$ cat config.mk
export PLATFORM = sky130hd
export DESIGN_NAME = tsc_serial_conv
export DESIGN_NICKNAME = d
export VERILOG_FILES = /design/src/core/tsc_pin_sync.v /design/src/core/tsc_serial_conv.v
export VERILOG_INCLUDE_DIRS = /design/src /design/src/common
export SDC_FILE = /design/constraint.sdc
export NUM_CORES = 1
export LEC_CHECK = 0
export ABC_AREA = 1
export BUFFER_PORTS_ARGS = -buffer_cell sky130_fd_sc_hd__buf_4
export CAP_MARGIN = 20
export CELL_PAD_IN_SITES_DETAIL_PLACEMENT = 1
export CELL_PAD_IN_SITES_GLOBAL_PLACEMENT = 2
export CORE_UTILIZATION = 25
export CTS_CLUSTER_DIAMETER = 50
export DETAILED_ROUTE_END_ITERATION = 10
export PLACE_DENSITY_LB_ADDON = 0.2
export SETUP_SLACK_MARGIN = 0.2
export SYNTH_ARGS = -nofsm -noshare
export SYNTH_HDL_FRONTEND = slang
export SYNTH_SLANG_ARGS = --single-unit
$ cat constraint.sdc
create_clock -name CLK_IN -period 4.25 [get_ports CLK_IN]
set_input_delay 1.275 -clock CLK_IN [delete_from_list [all_inputs] [get_ports CLK_IN]]
set_output_delay 1.275 -clock CLK_IN [all_outputs]
set_load 0.005 [all_outputs]
$ cat src/common/tsc_consts.vh
// constants for the touch converter serial sequencer
// assumes a single 40 MHz system clock sampling the serial pins
`ifndef TSC_CONSTS_VH
`define TSC_CONSTS_VH
// control byte field positions (msb first on the wire)
`define TSC_CB_START 7
`define TSC_CB_CH_HI 6
`define TSC_CB_CH_LO 4
`define TSC_CB_MODE 3
`define TSC_CB_REFKIND 2
`define TSC_CB_PD1 1
`define TSC_CB_PD0 0
// result widths
`define TSC_RES12 12
`define TSC_RES8 8
// sample hold limit in ns and derived 40 MHz cycles (rounded down)
`define TSC_HOLD_NS 1600000
`define TSC_CLK_NS 25
`define TSC_HOLD_CYC (`TSC_HOLD_NS / `TSC_CLK_NS)
// power state reset values: powered after power-up, reference on
`define TSC_ADC_PWR_RST 1'b1
`define TSC_REF_PWR_RST 1'b1
`endif

$ cat src/core/tsc_pin_sync.v
// three-stage synchroniser with agreement filter for one pin
// assumes input is asynchronous to clk_in; output changes once stages 2 and 3 agree
module tsc_pin_sync #(
	parameter RST_VAL = 1'b0
) (
	input wire clk_in,
	input wire rst_n_in,
	input wire pin_in,
	output reg level_out
);
	reg s1_r; // first stage, read only by s2
	reg s2_r;
	reg s3_r;
	// shift chain and agreement filter
	always @(posedge clk_in or negedge rst_n_in) begin
		if (!rst_n_in) begin
			s1_r <= RST_VAL;
			s2_r <= RST_VAL;
			s3_r <= RST_VAL;
			level_out <= RST_VAL;
		end else begin
			s1_r <= pin_in;
			s2_r <= s1_r;
			s3_r <= s2_r;
			if (s2_r == s3_r) begin
				level_out <= s3_r; // stable value only
			end
		end
	end
endmodule

$ cat src/core/tsc_serial_conv.v
// serial conversion sequencer of a touch-screen converter (digital side)
// assumes host drives serial clock, chip select and data in; sampled on CLK_IN
`include "tsc_consts.vh"
module tsc_serial_conv #(
	parameter HOLD_CYC = `TSC_HOLD_CYC
) (
	input wire CLK_IN,
	input wire RST_N_IN,
	input wire SERIAL_CLOCK_IN,
	input wire CS_N_IN,
	input wire DATA_IN,
	input wire [11:0] SAMPLE_IN,
	output reg DATA_OUT,
	output reg DATA_OE_OUT,
	output reg BUSY_OUT,
	output reg BUSY_OE_OUT,
	output reg [2:0] CHANNEL_OUT,
	output reg REFERENCE_KIND_SEL_OUT,
	output reg ADC_POWER_OUT,
	output reg REFERENCE_POWER_OUT,
	output reg SAMPLE_HOLD_OUT,
	output reg HOLD_TIMEOUT_OUT
);
	// sequencer states
	localparam ST_IDLE = 2'b00;
	localparam ST_CMD = 2'b01;
	localparam ST_BUSY = 2'b10;
	localparam ST_SHIFT = 2'b11;
	wire sclk_s; // filtered serial clock
	wire cs_n_s; // filtered chip select
	wire din_s; // filtered data in
	reg sclk_d_r; // previous filtered clock for edge detect
	reg [1:0] state_r;
	reg [1:0] state_nxt;
	reg [2:0] cmd_cnt_r; // control bits taken after the start bit
	reg [6:0] cmd_sr_r; // control bits after start
	reg [3:0] bit_cnt_r; // result bits still to send
	reg [11:0] res_sr_r; // result shift register
	reg mode8_r; // pending resolution of current conversion
	reg pd1_pend_r; // reference setting waiting for busy
	reg pd0_r; // adc power select of current byte
	reg [22:0] hold_cnt_r; // cycles since conversion start
	reg cs_n_d_r; // previous filtered select, idles high like the pin
	reg cmd_armed_r; // next start bit taken while result shifts
	wire rise;
	wire fall;
	// pins pass four flops before use
	tsc_pin_sync #(.RST_VAL(1'b0)) u_sclk (.clk_in(CLK_IN), .rst_n_in(RST_N_IN), .pin_in(SERIAL_CLOCK_IN),
		.level_out(sclk_s));
	tsc_pin_sync #(.RST_VAL(1'b1)) u_cs (.clk_in(CLK_IN), .rst_n_in(RST_N_IN), .pin_in(CS_N_IN),
		.level_out(cs_n_s));
	tsc_pin_sync #(.RST_VAL(1'b0)) u_din (.clk_in(CLK_IN), .rst_n_in(RST_N_IN), .pin_in(DATA_IN),
		.level_out(din_s));
	assign rise = sclk_s & ~sclk_d_r;
	assign fall = ~sclk_s & sclk_d_r;
	// result width from mode
	function [3:0] res_len;
		input m8;
		begin
			res_len = m8 ? 4'd8 : 4'd12;
		end
	endfunction
	// next state logic
	always @* begin
		state_nxt = state_r;
		case (state_r)
			ST_IDLE: begin
				if (rise && din_s) begin
					state_nxt = ST_CMD; // start bit seen
				end
			end
			ST_CMD: begin
				if (rise && cmd_cnt_r == 3'd6) begin
					state_nxt = ST_BUSY; // control byte complete
				end
			end
			ST_BUSY: begin
				if (fall) begin
					state_nxt = ST_SHIFT; // half a serial clock of busy then data
				end
			end
			ST_SHIFT: begin
				if (fall && bit_cnt_r == 4'd1) begin
					if (cmd_armed_r) begin
						state_nxt = ST_CMD; // overlapped byte keeps its count
					end else begin
						state_nxt = ST_IDLE; // end after last bit
					end
				end
			end
			default: begin
				state_nxt = ST_IDLE;
			end
		endcase
	end
	// main sequencer
	always @(posedge CLK_IN or negedge RST_N_IN) begin
		if (!RST_N_IN) begin
			sclk_d_r <= 1'b0;
			cs_n_d_r <= 1'b1;
			cmd_armed_r <= 1'b0;
			state_r <= ST_IDLE;
			cmd_cnt_r <= 3'd0;
			cmd_sr_r <= 7'h00;
			bit_cnt_r <= 4'd0;
			res_sr_r <= 12'h000;
			mode8_r <= 1'b0;
			pd1_pend_r <= `TSC_REF_PWR_RST;
			pd0_r <= `TSC_ADC_PWR_RST;
			hold_cnt_r <= 23'd0;
			DATA_OUT <= 1'b0;
			DATA_OE_OUT <= 1'b0;
			BUSY_OUT <= 1'b0;
			BUSY_OE_OUT <= 1'b0;
			CHANNEL_OUT <= 3'h0;
			REFERENCE_KIND_SEL_OUT <= 1'b0;
			ADC_POWER_OUT <= `TSC_ADC_PWR_RST; // powered from reset
			REFERENCE_POWER_OUT <= `TSC_REF_PWR_RST;
			SAMPLE_HOLD_OUT <= 1'b0;
			HOLD_TIMEOUT_OUT <= 1'b0;
		end else begin
			sclk_d_r <= sclk_s;
			cs_n_d_r <= cs_n_s;
			DATA_OE_OUT <= ~cs_n_s;
			BUSY_OE_OUT <= ~cs_n_s;
			if (cs_n_s) begin
				// abort conversion, adc down, reference untouched
				state_r <= ST_IDLE;
				cmd_cnt_r <= 3'd0;
				bit_cnt_r <= 4'd0;
				BUSY_OUT <= 1'b0;
				DATA_OUT <= 1'b0;
				cmd_armed_r <= 1'b0;
				// power drops on the select edge only: deselected from reset stays powered
				if (!cs_n_d_r) begin
					ADC_POWER_OUT <= 1'b0;
				end
				SAMPLE_HOLD_OUT <= 1'b0;
				hold_cnt_r <= 23'd0;
			end else begin
				state_r <= state_nxt;
				// hold time watch while sample is held
				if (SAMPLE_HOLD_OUT) begin
					if (hold_cnt_r == HOLD_CYC[22:0]) begin
						HOLD_TIMEOUT_OUT <= 1'b1; // host overran hold limit
					end else begin
						hold_cnt_r <= hold_cnt_r + 23'd1;
					end
				end
				case (state_r)
					ST_IDLE: begin
						cmd_cnt_r <= 3'd0;
						if (rise && din_s) begin
							ADC_POWER_OUT <= 1'b1; // wake instantly on new byte
						end
					end
					ST_CMD: begin
						if (rise) begin
							cmd_sr_r <= {cmd_sr_r[5:0], din_s};
							cmd_cnt_r <= cmd_cnt_r + 3'd1;
							if (cmd_cnt_r == 3'd6) begin
								// last bit: busy rises, fields take effect
								CHANNEL_OUT <= cmd_sr_r[5:3];
								mode8_r <= cmd_sr_r[2];
								REFERENCE_KIND_SEL_OUT <= cmd_sr_r[1];
								pd0_r <= din_s;
								pd1_pend_r <= cmd_sr_r[0];
								ADC_POWER_OUT <= 1'b1;
							end
						end
					end
					ST_BUSY: begin
						if (!BUSY_OUT) begin
							BUSY_OUT <= 1'b1;
							REFERENCE_POWER_OUT <= pd1_pend_r; // latched as busy rises
							SAMPLE_HOLD_OUT <= 1'b1;
							hold_cnt_r <= 23'd0;
							HOLD_TIMEOUT_OUT <= 1'b0;
						end
						if (fall) begin
							BUSY_OUT <= 1'b0;
							// straight binary, msb aligned
							res_sr_r <= mode8_r ? {SAMPLE_IN[11:4], 4'h0} : SAMPLE_IN;
							DATA_OUT <= SAMPLE_IN[11];
							bit_cnt_r <= res_len(mode8_r);
						end
					end
					ST_SHIFT: begin
						ADC_POWER_OUT <= 1'b1; // powered even with clock paused
						// overlapped next control byte, counted on so the byte stays aligned
						if (rise && din_s && !cmd_armed_r) begin
							cmd_armed_r <= 1'b1; // start bit
							cmd_cnt_r <= 3'd0;
						end else if (rise && cmd_armed_r && cmd_cnt_r != 3'd6) begin
							cmd_sr_r <= {cmd_sr_r[5:0], din_s};
							cmd_cnt_r <= cmd_cnt_r + 3'd1;
						end
						if (fall) begin
							res_sr_r <= {res_sr_r[10:0], 1'b0};
							DATA_OUT <= res_sr_r[10]; // msb first
							bit_cnt_r <= bit_cnt_r - 4'd1;
							if (bit_cnt_r == 4'd1) begin
								SAMPLE_HOLD_OUT <= 1'b0;
								DATA_OUT <= 1'b0;
								ADC_POWER_OUT <= pd0_r; // auto-down when cleared
								cmd_armed_r <= 1'b0; // pending byte continues in command state
							end
						end
					end
					default: begin
						cmd_cnt_r <= 3'd0;
					end
				endcase
			end
		end
	end
endmodule

==> results.toml, run 1 <==
[run_status]
status = "completed"

[global_routing]
antenna_found_initial = 0
grt-ovfl-total = 0
grt_pass1_wl_um = 17500
use_met2_pct = 20.6
first_global_vias = 3401
grt_use_met3_pct = 2.68
grt_max_degree = 34
busiest_layer = "met2"
met1_usage_pct = 19.4
grt_use_total_pct = 13.7

[detailed_routing]
via_count = 3268
drt_iter0_drc = 98
post_drt_wl_per_cell_um = 14.0
drc_errors = 0
ant_nets = 0
vias_per_cell = 4.44
drtPass1Iterations = 4
totalWireLength_um = 10300

[clock_network]
clock-sinks = 78
clk_pin_slew_ns = 0.07
cts_buffer_depth = 2
cts-htree-levels = 3
clk_latency_ns = 0.34
cts_tree = "done"
post_cts_resized = 0
ctsRootBufferMaster = "clkbuf_16"
cts_made_buffers = 9
cts_setup_buffers = 0
cts_hold_buf = 0

[finish]
syn2layout_area_growth_pct = 17.9
final_nets = 542
post_route_cells_drive_above_1_share_pct = 18.3
fin_cells = 736
n_antenna_cell = 0

[synthesis]
synthArstFlopShare_pct = 100
synthDistinctLibCells = 41
synth_top_cell_by_area = "dfrtp_1"
ys.flop_type = "dfrtp_1"
ys_seq_area_share_pct = 48.5
ys_ff_latch = 78
yosysTopAreaCellShare_pct = 42.7
synthCells = 487
yosys-top-cells-area = "dfrtp_1, nand2_1, dfstp_2"
synthMuxAreaShare_pct = 0.278
synth-compound-area-share_pct = 12.0
synth_xor_area_share_pct = 1.95
ys_top_cells_by_count = "nand2_1, dfrtp_1, inv_1"
synth_edf_count = 0
synth_top_family_by_area = "simple AND/OR/NAND/NOR gates"
post-synth-top-count-cell = "nand2_1"
syn_area_mm2 = 0.00405
yosysWarnings = 0
synth_fa_ha_area_share_pct = 3.84
syn_avg_cell_area_um2 = 8.31
synthSimpleGateAreaFrac_pct = 25.4
synth_fp_nets = 514

[setup_path]
setup.worst_path.class = "reg2reg"
worstReg2RegStart = "state_r[1]"
rr_worst_depth = 5
cp-start-kind = "flip-flop"
endpoint_kind = "flip-flop"
rrSetupSlack_ns = 1.88
crit_fanout = 23
critPathRequiredTime_ns = 4.51
arrival_ns = 2.63
r2r-end = "res_sr_r[4]"

[pwr]
switching_share_pct = 36.2
p_seq_share_pct = 41.0
power.internal_mw = 1.61
p_total_mw = 2.53
p_comb_share_pct = 27.0
net-switching-power_mw = 0.917
peakVddDrop_uv = 217
powerDensity_mw_per_mm2 = 531
p_leak_nw = 2.05
clockPowerShare_pct = 32.0

[timing]
rsz0062_at_grt = "no"
fmax_mhz = 422
fin_setup_tns_ns = 0
holdWs_ns = 0.351
worstMarginPinSlew_ns = 0.820
clock_skew_ns = 0.00875
max_slew_margin_pct = 45.0
setup_viol = 0
fin_ws_ns = 1.88
maxSlewViolCount = 0
timing.final.crit_share_pct = 55.7
period_needed_ns = 2.37
hold_viol = 0

[placement]
io_buffers = 28
placedCellCount = 720
hpwl_um = 7330
place.gp.congestion = 0.758
post-place-ws_ns = 1.87

[floorplan]
core_mm2 = 0.0158
io_pins = 29
start_util_pct = 25.6
die-area_mm2 = 0.0167
die_w_um = 129
fp.dieH_um = 129
rows = 46

[worst_hold_path]
worstHoldEndpoint = "u_sclk.s2_r"
whs_path_depth = 0
hp-start = "u_sclk.s1_r"
holdCritPathClass = "reg2reg"

[flow_run]
cap_violations = 0
==> how the worst max path moves through the flow <==
| stage | from | endpoint | depth (start not counted) |
|---|---|---|---|
| after floorplan | REFERENCE_POWER_OUT | REFERENCE_POWER_OUT | 0 |
| after global placement | state_r[1] | bit_cnt_r[3] | 5 |
| after detailed placement | state_r[1] | res_sr_r[4] | 5 |
| after CTS | state_r[1] | res_sr_r[4] | 5 |
| after global routing | state_r[1] | res_sr_r[7] | 5 |
| final | state_r[1] | res_sr_r[4] | 5 |
==> kinds of logic (layout without fill, tap and decap cells) <==
family | after synthesis | in the layout
XOR/XNOR | 9 | 9
multiplexers | 1 | 1
AO/OA/AOI/OAI | 86 | 86
AND/OR/NAND/NOR | 222 | 222
buffers and inverters | 78 | 111
flip-flops | 78 | 78
adder cells (fa/ha/maj) | 13 | 13
==> per-stage QoR <==
stage               area, um2  utilization [%]
floorplan                4050                -
global placement         4460             28.2
detailed placement       4460             28.2
CTS                      4770             30.1
global route             4770             30.1
finish                   4770             30.1
==> sequential cells by signal, indices dropped and copies added (netlist names), 2 cells and up <==
signal and count:
state_r 2, res_sr_r 11, bit_cnt_r 4, CHANNEL_OUT 3
cmd_sr_r 6, cmd_cnt_r 3, hold_cnt_r 23
==> power groups by stage <==
stage               registers (mW)  logic, mW  clock network (mW)
floorplan                     1.01      0.505                   0
global placement              1.05      0.678                   0
detailed placement            1.05      0.696                   0
CTS                           1.04      0.700               0.847
global route                  1.06      0.796               0.872
finish                        1.04      0.682               0.810
==> critical path, cell delays in order (launching register included) <==
cell and delay (ns):
dfrtp_1 0.42, ha_1 0.71, o21ai_1 0.21, nor2_2 0.63
o211ai_1 0.18, o21ai_0 0.13
==> layout by cell type, fill, tap and decap left out, types with 6 or more instances in the layout <==
| master | count |
|---|---|
| nand3_1 | 21 |
| nand4_1 | 10 |
| o21ai_1 | 20 |
| inv_1 | 56 |
| nor2_2 | 12 |
| o21ai_0 | 33 |
| dfrtp_1 | 69 |
| dfstp_2 | 9 |
| xor2_1 | 7 |
| clkbuf_16 | 9 |
| o211ai_1 | 6 |
| ha_1 | 10 |
| buf_4 | 31 |
| inv_2 | 8 |
| a21oi_1 | 14 |
| nand2_1 | 104 |
| nor2_1 | 51 |
==> cell type report <==
type | count | area, um2
Clock buffer | 9 | 225
Multi-Input combinational cell | 331 | 1760
Timing Repair Buffer | 31 | 233
Sequential cell | 78 | 1960
Clock inverter | 7 | 80.1
Tap cell | 216 | 270
Fill cell | 1884 | 11100
Inverter | 64 | 240
==> per-layer routing <==
metal  vias up  wire [um]
met5         -          0
li1       1634          -
met2        36       4480
met1      1584       5360
met4         0        147
met3        14        300
(Power assumes the default switching activity.)
==> run 2: changes to the inputs <==
- clock period: 4.25 -> 2.1 ns (I/O delays scaled with it)
==> run 2 against run 1 <==
Combinational power grew 110%. Global-route usage grew 0.43 points. Final cell count grew 0.95%. Clock skew shrank 0.0026 ns. Sequential cell count is the same. Power grew 99%. First-iteration DRC count grew 30%. Die area is the same. Largest power group unchanged. Highest routed layer unchanged.
==> results.toml, run 2 (same netlist as run 1, synthesis figures left out) <==
[flow_run]
cap_violations = 0

[pwr]
p_total_mw = 5.03
clockPowerShare_pct = 30.6
p_seq_share_pct = 41.3
p_leak_nw = 2.07
switching_share_pct = 36.9
peakVddDrop_uv = 442
p_comb_share_pct = 28.1
powerDensity_mw_per_mm2 = 1040
net-switching-power_mw = 1.86
power.internal_mw = 3.18

[setup_path]
critPathRequiredTime_ns = 2.38
cp-start-kind = "flip-flop"
path_cells = "inv_1, ha_1, inv_1, nor2_1, nand2_1, nor2_1, nand3_2, nand2_1, o21ai_0, nor2_1"
max_stage_delay_ns = 0.42
cpMostUsedCell = "nor2_1"
setup.worst_path.class = "reg2reg"
cp_slowest_cell = "dfrtp_1"
arrival_ns = 1.96
path_delay_family = "simple AND/OR/NAND/NOR gates"
endpoint_kind = "flip-flop"
rrSetupSlack_ns = 0.42
worst-path-buf-inv = 2
crit_fanout = 12

[floorplan]
io_pins = 29
rows = 46
fp.dieH_um = 129
die_w_um = 129
die-area_mm2 = 0.0167
start_util_pct = 25.6
core_mm2 = 0.0158

[placement]
placedCellCount = 727
io_buffers = 28
place_area_mm2 = 0.00453
place.gp.congestion = 0.723
post-place-ws_ns = 0.341
hpwl_um = 7570

[detailed_routing]
ant_nets = 0
post_drt_wl_per_cell_um = 14.0
totalWireLength_um = 10400
drt_iter0_drc = 127
drtPass1Iterations = 4
vias_per_cell = 4.46
drc_errors = 0
via_count = 3316

[finish]
mostFrequentLayoutCell = "nand2_1"
fin_cells = 743
top_regs = "hold_cnt_r x23, res_sr_r x11, cmd_sr_r x6"
final_cell_mix = "nand2_1, dfrtp_1, inv_1"
top_register = "hold_cnt_r"
n_antenna_cell = 0
num-fill-cells = 1895
post_route_cells_drive_above_1_share_pct = 19.5
syn2layout_area_growth_pct = 19.1
final_area_mm2 = 0.00482
final_nets = 549
largest_reg_flops = 23

[timing]
setup_viol = 0
fin_setup_tns_ns = 0
hold_viol = 0
rsz0062_at_grt = "yes"
maxSlewViolCount = 0
clock_skew_ns = 0.00612
fin_ws_ns = 0.421
fmax_mhz = 596
max_slew_margin_pct = 68.9
period_needed_ns = 1.68
timing.final.crit_share_pct = 79.9
worstMarginPinSlew_ns = 0.467

[worst_hold_path]
holdCritPathClass = "in2async"

[global_routing]
grt-ovfl-total = 0
antenna_found_initial = 0
grt_pass1_wl_um = 17900
first_global_vias = 3509
grt_max_degree = 36
grt_use_total_pct = 14.2

[clock_network]
clk_latency_ns = 0.35
ctsRootBufferMaster = "clkbuf_16"
clk_pin_slew_ns = 0.07
cts_made_buffers = 9
cts_setup_buffers = 0
cts_buffer_depth = 2
cts_tree = "done"
cts-htree-levels = 3
clock-sinks = 78

[run_status]
status = "completed"
run 2: cell count changes in the layout (fill, tap and decap cells not counted):
cell	before	now
o21ai_2	0	1
clkinvlp_4	1	2
clkinv_2	1	0
buf_4	31	37
buf_12	0	1
inv_6	2	3
bufinv_16	1	0
o21ai_0	33	32
run 2: layout make-up:
cell class / count / area, um2 / share of cell area, %
clock inverter: 7 / 61.3 / 1.27
tap: 216 / 270 / 5.61
inverter: 64 / 240 / 4.98
multi-input combinational: 331 / 1760 / 36.6
timing repair buffer: 38 / 298 / 6.18
sequential: 78 / 1960 / 40.7
clock buffer: 9 / 225 / 4.67
run 2: what timing repair did:
action                                  CTS  global route
endpoints found under the setup margin    0             7
gates resized for setup                   0             2
hold buffers                              0             0
run 2: metal layers:
metal | wire length, um | up-vias | track usage, %
li1 | - | 1644 | -
met4 | 184 | 0 | 6.44
met2 | 4480 | 43 | 21.3
met1 | 5360 | 1619 | 19.4
met3 | 371 | 10 | 3.01
met5 | 0 | - | 0
run 2: power groups by stage:
| stage | registers (mW) | logic, mW | clock network [mW] |
|---|---|---|---|
| final | 2.08 | 1.42 | 1.54 |
| after CTS | 2.09 | 1.45 | 1.61 |
| after floorplan | 2.05 | 1.02 | 0 |
| after global routing | 2.13 | 1.64 | 1.65 |
| after detailed placement | 2.11 | 1.44 | 0 |
| after global placement | 2.10 | 1.40 | 0 |
run 2: path summary, 6_finish.rpt:
kind	start	endpoint	cells after the start
min in group CLK_IN	u_sclk.s1_r	u_sclk.s2_r	0
max reg2reg	hold_cnt_r[0]	hold_cnt_r[0]	10
min reg2reg	u_sclk.s1_r	u_sclk.s2_r	0
min	RST_N_IN	res_sr_r[6]	1
max in group asynchronous	RST_N_IN	pd0_r	2
max	hold_cnt_r[0]	hold_cnt_r[0]	10
run 2: through the flow:
step                hold slack [ns]  utilization (%)
global placement              0.334             28.6
CTS                           0.232             30.4
global route                  0.240             30.5
finish                        0.215             30.5
floorplan                     0.331                -
detailed placement            0.341             28.6
